===== config.mk =====
export PLATFORM = sky130hd
export DESIGN_NAME = line_alarm_status_event_flags
export DESIGN_NICKNAME = d
export VERILOG_FILES = /design/src/design/alarm_flags_pkg.sv /design/src/design/alarm_status_qualifier.sv /design/src/design/line_alarm_status_event_flags.sv
export SDC_FILE = /design/constraint.sdc
export NUM_CORES = 2
export LEC_CHECK = 0
export BUFFER_PORTS_ARGS = -buffer_cell sky130_fd_sc_hd__buf_2
export CORE_ASPECT_RATIO = 1.4
export CORE_MARGIN = 2
export CORE_UTILIZATION = 55
export CTS_CLUSTER_SIZE = 10
export DETAILED_ROUTE_END_ITERATION = 10
export PLACE_DENSITY = 0.73
export RECOVER_POWER = 25
export SLEW_MARGIN = 20
export SYNTH_ARGS = -nofsm -noshare
export SYNTH_HDL_FRONTEND = slang
export SYNTH_SLANG_ARGS = --single-unit

===== constraint.sdc =====
create_clock -name i_ref_clk -period 26.4 [get_ports i_ref_clk]
set_clock_uncertainty 0.1 [all_clocks]
set_input_delay 2.64 -clock i_ref_clk [delete_from_list [all_inputs] [get_ports i_ref_clk]]
set_output_delay 2.64 -clock i_ref_clk [all_outputs]
set_load 0.02 [all_outputs]

===== src/design/alarm_flags_pkg.sv =====
package alarm_flags_pkg;
    localparam int NUM_CH = 16;
    localparam int NUM_STAT = 17;
    localparam int ADDR_W = 13;
    localparam int IDX_W = 11;
    localparam int IDX_LSB = 2;
    localparam int CH_LSB = 6;
    localparam int CH_W = 4;
    localparam int COUNT_W = 28;
    typedef logic [COUNT_W-1:0] count_type;

    // register indices; byte address is four times the index
    localparam logic [IDX_W-1:0] CH1_STATUS_IDX = 11'h01F;
    localparam logic [IDX_W-1:0] CH1_FLAGS_IDX = 11'h020;
    localparam logic [IDX_W-1:0] CH1_MASK_IDX = 11'h030;
    localparam logic [IDX_W-1:0] CH1_EDGE_IDX = 11'h031;
    localparam logic [IDX_W-1:0] CH_STRIDE_IDX = 11'h040;
    localparam logic [IDX_W-1:0] CH0_STATUS_IDX = 11'h7DF;
    localparam logic [IDX_W-1:0] CONTROL_IDX = 11'h7F0;

    // alarm status bits
    localparam int ST_SYS_AIS = 7;
    localparam int ST_LINE_AIS = 6;
    localparam int ST_PATTERN = 5;
    localparam int ST_UP = 1;
    localparam int ST_DOWN = 0;
    // event flag bits; bits 4..0 also index the line status vector
    localparam int FL_AMP = 7;
    localparam int FL_TJA = 6;
    localparam int FL_RJA = 5;
    localparam int FL_TOC = 4;
    localparam int FL_TCK = 3;
    localparam int FL_TLOS = 2;
    localparam int FL_SLOS = 1;
    localparam int FL_LLOS = 0;
    localparam int LINE_W = 5;
    // edge select bits
    localparam int ES_TOC = 4;
    localparam int ES_TCK = 3;
    localparam int ES_TLOS = 2;
    localparam int ES_LOS = 1;
    localparam logic [7:0] EDGE_WMASK = 8'h1E;
    // control bits
    localparam int CTL_AUTO = 0;
    localparam int CTL_E1 = 1;
    localparam logic [7:0] CTL_WMASK = 8'h03;

    localparam logic [7:0] STATUS_RST = 8'h00;
    localparam logic [7:0] FLAGS_RST = 8'h00;
    localparam logic [7:0] MASK_RST = 8'hFF;
    localparam logic [7:0] EDGE_RST = 8'h00;
    localparam logic [7:0] CTL_RST = 8'h00;

    localparam logic [1:0] RESP_OKAY = 2'h0;
    localparam logic [1:0] RESP_SLVERR = 2'h2;

    localparam longint CLK_HZ = 50_000_000;
    localparam longint UP_HOLD_MS = 40;
    localparam longint DOWN_HOLD_E1_MS = 30;
    localparam longint AUTO_HOLD_DSEC = 51;
    localparam int UP_HOLD_CYC = int'((UP_HOLD_MS * CLK_HZ + 999) / 1000);
    localparam int DOWN_HOLD_E1_CYC = int'((DOWN_HOLD_E1_MS * CLK_HZ + 999) / 1000);
    localparam int AUTO_HOLD_CYC = int'((AUTO_HOLD_DSEC * CLK_HZ + 9) / 10);
endpackage : alarm_flags_pkg


===== src/design/alarm_status_qualifier.sv =====
`timescale 1ns/1ps
`default_nettype none
module alarm_status_qualifier #(
    parameter int UP_HOLD = alarm_flags_pkg::UP_HOLD_CYC,
    parameter int DOWN_E1 = alarm_flags_pkg::DOWN_HOLD_E1_CYC,
    parameter int AUTO_HOLD = alarm_flags_pkg::AUTO_HOLD_CYC
) (
    input wire logic i_ref_clk,
    input wire logic i_rstn,
    input wire logic i_sys_ais,
    input wire logic i_line_ais,
    input wire logic i_pattern_sync,
    input wire logic i_up_code,
    input wire logic i_down_code,
    input wire logic i_auto_loopback,
    input wire logic i_e1_mode,
    output logic [7:0] o_status
);
    typedef struct packed {
        alarm_flags_pkg::count_type up_cnt;
        alarm_flags_pkg::count_type down_cnt;
        logic [7:0] status;
    } state_type;

    state_type r_reg;
    state_type r_next;
    alarm_flags_pkg::count_type up_lim;
    alarm_flags_pkg::count_type down_lim;

    // saturating persistence counter; cleared as soon as the code drops
    function automatic alarm_flags_pkg::count_type hold_count(
        input logic code, input alarm_flags_pkg::count_type cnt,
        input alarm_flags_pkg::count_type lim);
        if (!code) begin
            return '0;
        end
        return (cnt < lim) ? cnt + 1'b1 : cnt;
    endfunction : hold_count

    always_comb begin
        up_lim = i_auto_loopback ? alarm_flags_pkg::count_type'(AUTO_HOLD)
                                 : alarm_flags_pkg::count_type'(UP_HOLD);
        if (i_auto_loopback) begin
            down_lim = alarm_flags_pkg::count_type'(AUTO_HOLD);
        end else if (i_e1_mode) begin
            down_lim = alarm_flags_pkg::count_type'(DOWN_E1);
        end else begin
            down_lim = alarm_flags_pkg::count_type'(UP_HOLD);
        end
        r_next = r_reg;
        r_next.up_cnt = hold_count(i_up_code, r_reg.up_cnt, up_lim);
        r_next.down_cnt = hold_count(i_down_code, r_reg.down_cnt, down_lim);
        r_next.status = alarm_flags_pkg::STATUS_RST;
        r_next.status[alarm_flags_pkg::ST_SYS_AIS] = i_sys_ais;
        r_next.status[alarm_flags_pkg::ST_LINE_AIS] = i_line_ais;
        r_next.status[alarm_flags_pkg::ST_PATTERN] = i_pattern_sync;
        // bit rises one cycle after the hold has fully elapsed
        r_next.status[alarm_flags_pkg::ST_UP] = i_up_code && (r_reg.up_cnt >= up_lim);
        r_next.status[alarm_flags_pkg::ST_DOWN] = i_down_code && (r_reg.down_cnt >= down_lim);
    end

    always_ff @(posedge i_ref_clk or negedge i_rstn) begin
        if (!i_rstn) begin
            r_reg <= '{up_cnt: '0, down_cnt: '0, status: alarm_flags_pkg::STATUS_RST};
        end else begin
            r_reg <= r_next;
        end
    end

    assign o_status = r_reg.status;
endmodule : alarm_status_qualifier
`default_nettype wire


===== src/design/line_alarm_status_event_flags.sv =====
`timescale 1ns/1ps
`default_nettype none
module line_alarm_status_event_flags #(
    parameter int UP_HOLD = alarm_flags_pkg::UP_HOLD_CYC,
    parameter int DOWN_E1 = alarm_flags_pkg::DOWN_HOLD_E1_CYC,
    parameter int AUTO_HOLD = alarm_flags_pkg::AUTO_HOLD_CYC
) (
    input wire logic i_ref_clk,
    input wire logic i_rstn,
    input wire logic [alarm_flags_pkg::ADDR_W-1:0] i_awaddr,
    input wire logic i_awvalid,
    output logic o_awready,
    input wire logic [31:0] i_wdata,
    input wire logic [3:0] i_wstrb,
    input wire logic i_wvalid,
    output logic o_wready,
    output logic [1:0] o_bresp,
    output logic o_bvalid,
    input wire logic i_bready,
    input wire logic [alarm_flags_pkg::ADDR_W-1:0] i_araddr,
    input wire logic i_arvalid,
    output logic o_arready,
    output logic [31:0] o_rdata,
    output logic [1:0] o_rresp,
    output logic o_rvalid,
    input wire logic i_rready,
    input wire logic [alarm_flags_pkg::NUM_STAT-1:0] i_sys_alarm_ind,
    input wire logic [alarm_flags_pkg::NUM_STAT-1:0] i_line_alarm_ind,
    input wire logic [alarm_flags_pkg::NUM_STAT-1:0] i_pattern_sync,
    input wire logic [alarm_flags_pkg::NUM_STAT-1:0] i_loop_up_code,
    input wire logic [alarm_flags_pkg::NUM_STAT-1:0] i_loop_down_code,
    input wire logic [alarm_flags_pkg::NUM_CH-1:0] i_tx_overcurrent_state,
    input wire logic [alarm_flags_pkg::NUM_CH-1:0] i_tx_clock_missing_state,
    input wire logic [alarm_flags_pkg::NUM_CH-1:0] i_tx_signal_loss_state,
    input wire logic [alarm_flags_pkg::NUM_CH-1:0] i_sys_signal_loss_state,
    input wire logic [alarm_flags_pkg::NUM_CH-1:0] i_line_signal_loss_state,
    input wire logic [alarm_flags_pkg::NUM_CH-1:0] i_amplitude_overflow,
    input wire logic [alarm_flags_pkg::NUM_CH-1:0] i_tx_jitter_fifo_slip,
    input wire logic [alarm_flags_pkg::NUM_CH-1:0] i_rx_jitter_fifo_slip,
    output logic o_irq
);
    localparam int NCH = alarm_flags_pkg::NUM_CH;
    localparam int NST = alarm_flags_pkg::NUM_STAT;
    localparam int IW = alarm_flags_pkg::IDX_W;

    typedef enum logic [2:0] {
        KIND_NONE,
        KIND_STATUS,
        KIND_CH0_STATUS,
        KIND_FLAGS,
        KIND_MASK,
        KIND_EDGE,
        KIND_CTRL
    } kind_type;

    typedef struct packed {
        kind_type kind;
        logic [alarm_flags_pkg::CH_W-1:0] ch;
    } decode_type;

    typedef struct packed {
        logic aw_full;
        logic [IW-1:0] aw_idx;
        logic w_full;
        logic [7:0] w_data;
        logic w_lane0;
        logic awready;
        logic wready;
        logic bvalid;
        logic [1:0] bresp;
        logic arready;
        logic rvalid;
        logic [31:0] rdata;
        logic [1:0] rresp;
        logic [NCH-1:0][7:0] flags;
        logic [NCH-1:0][7:0] mask;
        logic [NCH-1:0][7:0] edge_sel;
        logic [NCH-1:0][alarm_flags_pkg::LINE_W-1:0] line_prev;
        logic [7:0] ctrl;
        logic irq;
    } state_type;

    state_type r_reg;
    state_type r_next;
    logic [NST-1:0][7:0] stat;
    logic [NCH-1:0][7:0] clr;
    logic [NCH-1:0][7:0] set;
    logic [NCH-1:0][alarm_flags_pkg::LINE_W-1:0] line_now;
    decode_type wr_dec;
    decode_type rd_dec;
    logic wr_go;
    logic [IW-1:0] rd_idx;

    // the low six index bits select the register inside a channel block
    function automatic decode_type decode(input logic [IW-1:0] idx);
        decode_type d;
        d.ch = idx[alarm_flags_pkg::CH_LSB +: alarm_flags_pkg::CH_W];
        d.kind = KIND_NONE;
        if (idx == alarm_flags_pkg::CH0_STATUS_IDX) begin
            d.kind = KIND_CH0_STATUS;
        end else if (idx == alarm_flags_pkg::CONTROL_IDX) begin
            d.kind = KIND_CTRL;
        end else if (idx < NCH * alarm_flags_pkg::CH_STRIDE_IDX) begin
            case (idx[alarm_flags_pkg::CH_LSB-1:0])
                alarm_flags_pkg::CH1_STATUS_IDX[alarm_flags_pkg::CH_LSB-1:0]: begin
                    d.kind = KIND_STATUS;
                end
                alarm_flags_pkg::CH1_FLAGS_IDX[alarm_flags_pkg::CH_LSB-1:0]: begin
                    d.kind = KIND_FLAGS;
                end
                alarm_flags_pkg::CH1_MASK_IDX[alarm_flags_pkg::CH_LSB-1:0]: begin
                    d.kind = KIND_MASK;
                end
                alarm_flags_pkg::CH1_EDGE_IDX[alarm_flags_pkg::CH_LSB-1:0]: begin
                    d.kind = KIND_EDGE;
                end
                default: begin
                    d.kind = KIND_NONE;
                end
            endcase
        end
        return d;
    endfunction : decode

    // rising edge only, or either edge when the select bit is one
    function automatic logic edge_hit(input logic prev, input logic now, input logic both);
        return both ? (prev ^ now) : (~prev & now);
    endfunction : edge_hit

    // index 0 is the extra channel, index n is channel n
    for (genvar s = 0; s < NST; s++) begin : g_status
        alarm_status_qualifier #(
            .UP_HOLD(UP_HOLD),
            .DOWN_E1(DOWN_E1),
            .AUTO_HOLD(AUTO_HOLD)
        ) u_qual (
            .i_ref_clk(i_ref_clk),
            .i_rstn(i_rstn),
            .i_sys_ais(i_sys_alarm_ind[s]),
            .i_line_ais(i_line_alarm_ind[s]),
            .i_pattern_sync(i_pattern_sync[s]),
            .i_up_code(i_loop_up_code[s]),
            .i_down_code(i_loop_down_code[s]),
            .i_auto_loopback(r_reg.ctrl[alarm_flags_pkg::CTL_AUTO]),
            .i_e1_mode(r_reg.ctrl[alarm_flags_pkg::CTL_E1]),
            .o_status(stat[s])
        );
    end

    always_comb begin
        for (int c = 0; c < NCH; c++) begin
            line_now[c][alarm_flags_pkg::FL_TOC] = i_tx_overcurrent_state[c];
            line_now[c][alarm_flags_pkg::FL_TCK] = i_tx_clock_missing_state[c];
            line_now[c][alarm_flags_pkg::FL_TLOS] = i_tx_signal_loss_state[c];
            line_now[c][alarm_flags_pkg::FL_SLOS] = i_sys_signal_loss_state[c];
            line_now[c][alarm_flags_pkg::FL_LLOS] = i_line_signal_loss_state[c];
        end
    end

    always_comb begin
        r_next = r_reg;
        clr = '0;
        rd_idx = i_araddr[alarm_flags_pkg::IDX_LSB +: IW];
        wr_dec = decode(r_reg.aw_idx);
        rd_dec = decode(rd_idx);
        wr_go = r_reg.aw_full && r_reg.w_full && !r_reg.bvalid;

        // address and data are taken in either order
        if (i_awvalid && r_reg.awready) begin
            r_next.aw_full = 1'b1;
            r_next.aw_idx = i_awaddr[alarm_flags_pkg::IDX_LSB +: IW];
        end
        if (i_wvalid && r_reg.wready) begin
            r_next.w_full = 1'b1;
            r_next.w_data = i_wdata[7:0];
            r_next.w_lane0 = i_wstrb[0];
        end
        if (r_reg.bvalid && i_bready) begin
            r_next.bvalid = 1'b0;
        end
        if (wr_go) begin
            r_next.aw_full = 1'b0;
            r_next.w_full = 1'b0;
            r_next.bvalid = 1'b1;
            r_next.bresp = alarm_flags_pkg::RESP_OKAY;
            // status writes are accepted and have no effect
            case (wr_dec.kind)
                KIND_FLAGS: begin
                    if (r_reg.w_lane0) begin
                        clr[wr_dec.ch] = r_reg.w_data;
                    end
                end
                KIND_MASK: begin
                    if (r_reg.w_lane0) begin
                        r_next.mask[wr_dec.ch] = r_reg.w_data;
                    end
                end
                KIND_EDGE: begin
                    if (r_reg.w_lane0) begin
                        r_next.edge_sel[wr_dec.ch] = r_reg.w_data & alarm_flags_pkg::EDGE_WMASK;
                    end
                end
                KIND_CTRL: begin
                    if (r_reg.w_lane0) begin
                        r_next.ctrl = r_reg.w_data & alarm_flags_pkg::CTL_WMASK;
                    end
                end
                KIND_STATUS, KIND_CH0_STATUS: begin
                    r_next.bresp = alarm_flags_pkg::RESP_OKAY;
                end
                default: begin
                    r_next.bresp = alarm_flags_pkg::RESP_SLVERR;
                end
            endcase
        end
        // one write in flight: readies stay low until the response is taken
        r_next.awready = !r_next.aw_full && !r_next.bvalid;
        r_next.wready = !r_next.w_full && !r_next.bvalid;

        if (r_reg.rvalid && i_rready) begin
            r_next.rvalid = 1'b0;
        end
        if (i_arvalid && r_reg.arready) begin
            r_next.rvalid = 1'b1;
            r_next.rresp = alarm_flags_pkg::RESP_OKAY;
            r_next.rdata = '0;
            case (rd_dec.kind)
                KIND_STATUS: begin
                    r_next.rdata[7:0] = stat[{1'b0, rd_dec.ch} + 5'd1];
                end
                KIND_CH0_STATUS: begin
                    r_next.rdata[7:0] = stat[0];
                end
                KIND_FLAGS: begin
                    r_next.rdata[7:0] = r_reg.flags[rd_dec.ch];
                end
                KIND_MASK: begin
                    r_next.rdata[7:0] = r_reg.mask[rd_dec.ch];
                end
                KIND_EDGE: begin
                    r_next.rdata[7:0] = r_reg.edge_sel[rd_dec.ch];
                end
                KIND_CTRL: begin
                    r_next.rdata[7:0] = r_reg.ctrl;
                end
                default: begin
                    r_next.rresp = alarm_flags_pkg::RESP_SLVERR;
                end
            endcase
        end
        r_next.arready = !r_next.rvalid;

        for (int c = 0; c < NCH; c++) begin
            set[c][alarm_flags_pkg::FL_AMP] = i_amplitude_overflow[c];
            set[c][alarm_flags_pkg::FL_TJA] = i_tx_jitter_fifo_slip[c];
            set[c][alarm_flags_pkg::FL_RJA] = i_rx_jitter_fifo_slip[c];
            set[c][alarm_flags_pkg::FL_TOC] = edge_hit(r_reg.line_prev[c][alarm_flags_pkg::FL_TOC],
                line_now[c][alarm_flags_pkg::FL_TOC], r_reg.edge_sel[c][alarm_flags_pkg::ES_TOC]);
            set[c][alarm_flags_pkg::FL_TCK] = edge_hit(r_reg.line_prev[c][alarm_flags_pkg::FL_TCK],
                line_now[c][alarm_flags_pkg::FL_TCK], r_reg.edge_sel[c][alarm_flags_pkg::ES_TCK]);
            set[c][alarm_flags_pkg::FL_TLOS] = edge_hit(r_reg.line_prev[c][alarm_flags_pkg::FL_TLOS],
                line_now[c][alarm_flags_pkg::FL_TLOS], r_reg.edge_sel[c][alarm_flags_pkg::ES_TLOS]);
            set[c][alarm_flags_pkg::FL_SLOS] = edge_hit(r_reg.line_prev[c][alarm_flags_pkg::FL_SLOS],
                line_now[c][alarm_flags_pkg::FL_SLOS], r_reg.edge_sel[c][alarm_flags_pkg::ES_LOS]);
            set[c][alarm_flags_pkg::FL_LLOS] = edge_hit(r_reg.line_prev[c][alarm_flags_pkg::FL_LLOS],
                line_now[c][alarm_flags_pkg::FL_LLOS], r_reg.edge_sel[c][alarm_flags_pkg::ES_LOS]);
            // set after clear, so an event in the clearing cycle survives
            r_next.flags[c] = (r_reg.flags[c] & ~clr[c]) | set[c];
            r_next.line_prev[c] = line_now[c];
        end
        // masked flags still latch; only the pin is gated
        r_next.irq = |(r_next.flags & ~r_next.mask);
    end

    always_ff @(posedge i_ref_clk or negedge i_rstn) begin
        if (!i_rstn) begin
            r_reg <= '0;
            r_reg.flags <= {NCH{alarm_flags_pkg::FLAGS_RST}};
            r_reg.mask <= {NCH{alarm_flags_pkg::MASK_RST}};
            r_reg.edge_sel <= {NCH{alarm_flags_pkg::EDGE_RST}};
            r_reg.ctrl <= alarm_flags_pkg::CTL_RST;
        end else begin
            r_reg <= r_next;
        end
    end

    assign o_awready = r_reg.awready;
    assign o_wready = r_reg.wready;
    assign o_bvalid = r_reg.bvalid;
    assign o_bresp = r_reg.bresp;
    assign o_arready = r_reg.arready;
    assign o_rvalid = r_reg.rvalid;
    assign o_rdata = r_reg.rdata;
    assign o_rresp = r_reg.rresp;
    assign o_irq = r_reg.irq;
endmodule : line_alarm_status_event_flags
`default_nettype wire


; ---- Yosys cells after proc, flatten, opt, wreduce, memory -nomap -nowiden
; Cells that the tools add are included.
[totals]
word_cells = 832
in_bits = 282
register_bits = 1543
out_inout_bits = 42
[classes]
magnitude_cmp = 74
addsub = 35
eq_ne = 58
n_reduce_logical = 54
bitwise = 291
mux = 190
[op_table]
columns = op, n
row1 = $mux W28, 70
row2 = $add A28 B1 Y28 const B, 34
row3 = $ge A28 B28 Y1, 34
row4 = $lt A28 B28 Y1, 34
row5 = $mux W128, 7
row6 = $and A128 B128 Y128, 2
row7 = $bwmux W128, 2
row8 = $mux W256, 1
row9 = $and A8 B8 Y8, 16
row10 = $not A128 Y128, 1
row11 = $not A8 Y8, 16
row12 = $or A8 B8 Y8, 16
row13 = $reduce_or A128 Y1, 1
row14 = $bmux W8 S4, 3
row15 = $mux W1, 84
row16 = $and A1 B1 Y1, 80
row17 = $not A1 Y1, 80
row18 = $xor A1 B1 Y1, 80
row19 = $ne A2 B1 Y1 const B, 34
row20 = $pmux W8 S6, 1
row21 = $eq A11 B11 Y1 const B, 4
row22 = $logic_and A1 B1 Y1, 44
row23 = $bmux W8 S5, 1
row24 = $mux W8, 5
row25 = other kinds (21), 52

; ---- Depth between registers and ports, before layout
[logic_depth]
word_depth = 13
depth_mapped = 15
ltp_nobuf = 13

; ---- By module
; A second synthesis with hierarchy kept.
[hier_totals]
cells_unflattened = 9875
hier_area_um2 = 94368.0
[by_module_without_submodules]
columns = module, instances, cells_per_inst, seq_area_each_um2, area_each_um2
row1 = alarm_status_qualifier at g_status[12].u_qual ..., 9, 458, 1526.5, 4056.4
row2 = line_alarm_status_event_flags, 1, 2135, 12772.2, 25699.6
row3 = alarm_status_qualifier at g_status[0].u_qual ..., 6, 451, 1526.5, 4010.1
row4 = alarm_status_qualifier at g_status[11].u_qual, 1, 460, 1526.5, 4083.9
row5 = alarm_status_qualifier at g_status[5].u_qual, 1, 452, 1526.5, 4016.4

; ---- Worst setup path after synthesis
; OpenSTA, ideal clock, no wires.
[synth_path]
path_type = reg2reg
start = reg r_reg[1] in the netlist's numbering
end = reg g_status[9].u_qual.r_reg[29] in the netlist's numbering
path_buffers = 0
stages_incl_launch_ff = 13
t_required_ns = 26.222
setup_slack_ns = 13.637
setup_ns = 0.078
arrival_ns = 12.585
synth_period_minus_slack_ns = 12.763
cell_sequence = dfrtp_1 > inv_1 > nand2_1 > inv_1 > ha_1 > nor2b_1 > o21ai_0 > a31o_2 > a21boi_0 > nor4_1 > nand2_1 > or4_1 > a21oi_1
[synth_via]
elab_chain_len = 3
[synth_lines]
columns = element, line_no
row1 = from (decl), line_alarm_status_event_flags.sv:83  ; state_type r_reg;
row2 = from (signal assigned), line_alarm_status_event_flags.sv:283  ; r_reg <= r_next;
row3 = $mux W28, alarm_status_qualifier.sv:43  ; if (i_auto_loopback) begin
row4 = $lt A28 B28 Y1, alarm_status_qualifier.sv:37  ; return (cnt < lim) ? cnt + 1'b1 : cnt;
row5 = $ne A2 B1 Y1 (no source line), --
row6 = to (signal assigned), alarm_status_qualifier.sv:64  ; r_reg <= '{up_cnt: '0, down_cnt: '0, status: alarm_flags_pkg::STATUS_RST};
row7 = to (signal assigned), alarm_status_qualifier.sv:66  ; r_reg <= r_next;
row8 = to (decl), alarm_status_qualifier.sv:25  ; state_type r_reg;
; No other way between the ends.
; A chain may end at the register's enable or synchronous reset.

==> reports/qor.yml <==
run_status:
  status: "finished, violations left"
  violations: "max-capacitance violations, max-slew violations"
timing:
  post-route-min-period_ns: 13.90
  hold_viol: 0
  setup_violations: 0
  relSlewSlack_pct: -530
  rsz0062_at_grt: "false"
  fmax_mhz: 72.0
  layout_worst_path_cycle_share_pct: 52.6
  drv_slew: 515
  worstMarginPinSlew_ns: 9.45
  setup_tns_ns: 0
power:
  powerDensity_nw_per_um2: 53.9
  p_leak_nw: 43.2
  ir_worst_vdd_v: 0.0000548
job:
  drv_cap: 13
clock_tree:
  post_cts_buffers: 0
  cts_sinks: 1541
  cts_max_level: 4
  ctsHoldBuffers: 0
  cts_resized: 0
  root_buffer: "clkbuf_16"
  clkSlewWorstSetupHoldPaths_ns: 0.05
  clock_latency_ns: 0.82
  cts_buffers: 175
  ctsLongestPathBuffers: 3
  cts_tree: "built"
route:
  route.met2.wl_um: 116000
  drtIter0Drc: 4225
  drt-met1-wl_um: 93700
  drc: 0
  viasPerCell: 5.96
  dr.max_layer_used: "met5"
  ant_nets: 0
  wire_per_inst_um: 21.2
  dr.pass1.iters: 5
  wl_met3_um: 11900
  num_vias: 66700
  drt-total-wl_um: 237000
cells_and_area:
  nets: 9937
  multiInputGateArea_um2: 46200
  fillers: 13100
  seq_area_um2: 38700
  drive_above_1_share_pct: 10.0
  final_area_um2: 96000
  largest_register_ffs: 952
  syn_to_final_growth_pct: 9.41
critical_path:
  crit_type: "input pin to async pin"
  worstPathArrival_ns: 14.61
  critPathMaxFanout: 170
  r2r-start: "r_reg[533]"
  timing.rr.end: "o_irq"
  r2r_cells: 11
  required_ns: 27.11
  start_kind: "input pin"
  reg2reg_slack_ns: 17.74
  endpoint_kind: "async pin"
synth:
  synth.avg_cell_area_um2: 10.0
  yosys-top-cells-area: "dfrtp_1 40%, ha_1 9.4%, xnor2_1 4.5%"
  ys_ff_latch: 1541
  ys.flop_type: "dfrtp_1"
  synth_top_area_share_pct: 40.3
  synth-seq-area-share_pct: 44.1
  synth_area_um2: 87700
  synth_top_area_cell: "dfrtp_1"
  async_flop_share_pct: 100
  synth_cell_types: 87
  synthCells: 8750
  synth_edf_count: 0
  yosysWarnings: 0
floorplanning:
  fp.dieArea_um2: 163000
  initial_core_util_pct: 55.3
  io_pins: 324
  core-area_um2: 159000
  rows: 173
  die_h_um: 477
  die_x_um: 342
place:
  portBuffers: 266
  place_congestion: 1.01
  dpl_cell_area_um2: 91200
  dpl.hpwl_um: 169000
global_route:
  antenna_found_initial: 18
  grt_max_degree: 171
  grt_pass1_wl_um: 375000
  grt_pass1_vias: 67500
  gr-total-overflow: 0
  grt.total_usage_pct: 29.2
hold_path:
  holdPathEnd: "r_reg[113]"
  min_path_type: "flip-flop to flip-flop"
  min_delay_path_depth: 1
  worstHoldStart: "r_reg[113]"
-- Yosys cell counts (52+ instances only) --
| cell | n |
|---|---|
| a21boi_0 | 69 |
| inv_1 | 411 |
| nor3_1 | 175 |
| ha_1 | 659 |
| and4_1 | 52 |
| and3_1 | 224 |
| nor2_1 | 635 |
| or3_1 | 132 |
| clkbuf_1 | 236 |
| mux2i_1 | 94 |
| dfrtp_1 | 1413 |
| a21o_1 | 109 |
| and2_1 | 472 |
| dfstp_2 | 128 |
| xor2_1 | 305 |
| nor2b_1 | 116 |
| o31ai_1 | 52 |
| nand3_1 | 415 |
| mux2_2 | 99 |
| mux4_2 | 141 |
| o21ai_0 | 423 |
| nand4_1 | 323 |
| xnor2_1 | 452 |
| a21oi_1 | 212 |
| nand2b_1 | 95 |
| nand2_1 | 745 |
| nor4_1 | 81 |
-- layer usage --
| metal | global-route usage, % | up-vias |
|---|---|---|
| met4 | 17.3 | 4 |
| met5 | 0 | - |
| li1 | - | 31300 |
| met3 | 4.19 | 557 |
| met1 | 35.1 | 33100 |
| met2 | 49.6 | 1736 |
-- where the power goes --
part / switching [mW] / internal, mW / total, mW
clock network: 0.970 / 1.25 / 2.22
logic: 0.340 / 0.126 / 0.465
registers: 0.0635 / 2.42 / 2.48
-- layout make-up --
type / instances / share of cell area (%)
multi-input cells: 6511 / 48.2
diodes: 9 / 0.0235
clock buffers: 244 / 4.97
flip-flops and latches: 1541 / 40.3
clock inverters: 12 / 0.193
inverters: 421 / 1.66
repair buffers: 346 / 1.90
well taps: 2100 / 2.74
-- metrics by stage --
step | total power [mW] | cells | utilization [%] | hold WS, ns | setup WS [ns]
after floorplan | 2.76 | 8775 | - | 0.348 | 13.64
after global placement | 2.97 | 10900 | 57.5 | 0.360 | 19.34
after detailed placement | 2.99 | 10900 | 57.5 | 0.367 | 19.27
after CTS | 5.22 | 11200 | 60.6 | 0.379 | 20.16
after global routing | 5.34 | 11200 | 60.5 | 0.395 | 10.14
final | 5.17 | 11200 | 60.5 | 0.382 | 12.50
-- cells in the final DEF, fill, tap and decap left out, types with 80 or more instances in the layout --
cell	synthesis	routed
dfrtp_1	1413	1413
nand2_1	745	744
ha_1	659	658
nor2_1	635	635
xnor2_1	452	451
o21ai_0	423	422
and2_1	472	421
nand3_1	415	415
inv_1	411	408
nand4_1	323	323
xor2_1	305	305
and3_1	224	224
a21oi_1	212	212
buf_2	4	185
clkbuf_16	0	179
nor3_1	175	176
clkbuf_1	236	155
mux4_2	141	141
or3_1	132	132
dfstp_2	128	128
nor2b_1	116	116
a21o_1	109	109
nand2b_1	95	95
mux2_2	99	95
mux2i_1	94	94
nor4_1	81	80
-- worst max-delay path, cell delays in order --
cell and delay (ns):
clkbuf_1 6.34, clkbuf_1 2.49, buf_4 0.94, buf_4 0.92
buf_4 0.85
-- worst max-delay path by stage --
stage,from,endpoint,cells past startpoint
floorplan,r_reg[1],g_status[9].u_qual.r_reg[29],12
global placement,i_rstn,r_reg[381],5
detailed placement,i_rstn,g_status[16].u_qual.r_reg[8],5
CTS,i_rstn,g_status[13].u_qual.r_reg[37],5
global route,i_rstn,g_status[5].u_qual.o_status[6],5
finish,i_rstn,g_status[3].u_qual.o_status[5],5
-- kinds of logic after synthesis --
family	Yosys count	share of synthesized area [%]
adder cells (fa/ha/maj)	659	9.40
other	1	0.00427
AO/OA/AOI/OAI	1140	8.23
multiplexers	336	5.99
flip-flops	1541	44.1
XOR/XNOR	757	7.56
buffers and inverters	723	3.27
AND/OR/NAND/NOR	3593	21.4
(Power assumes the default switching activity.)
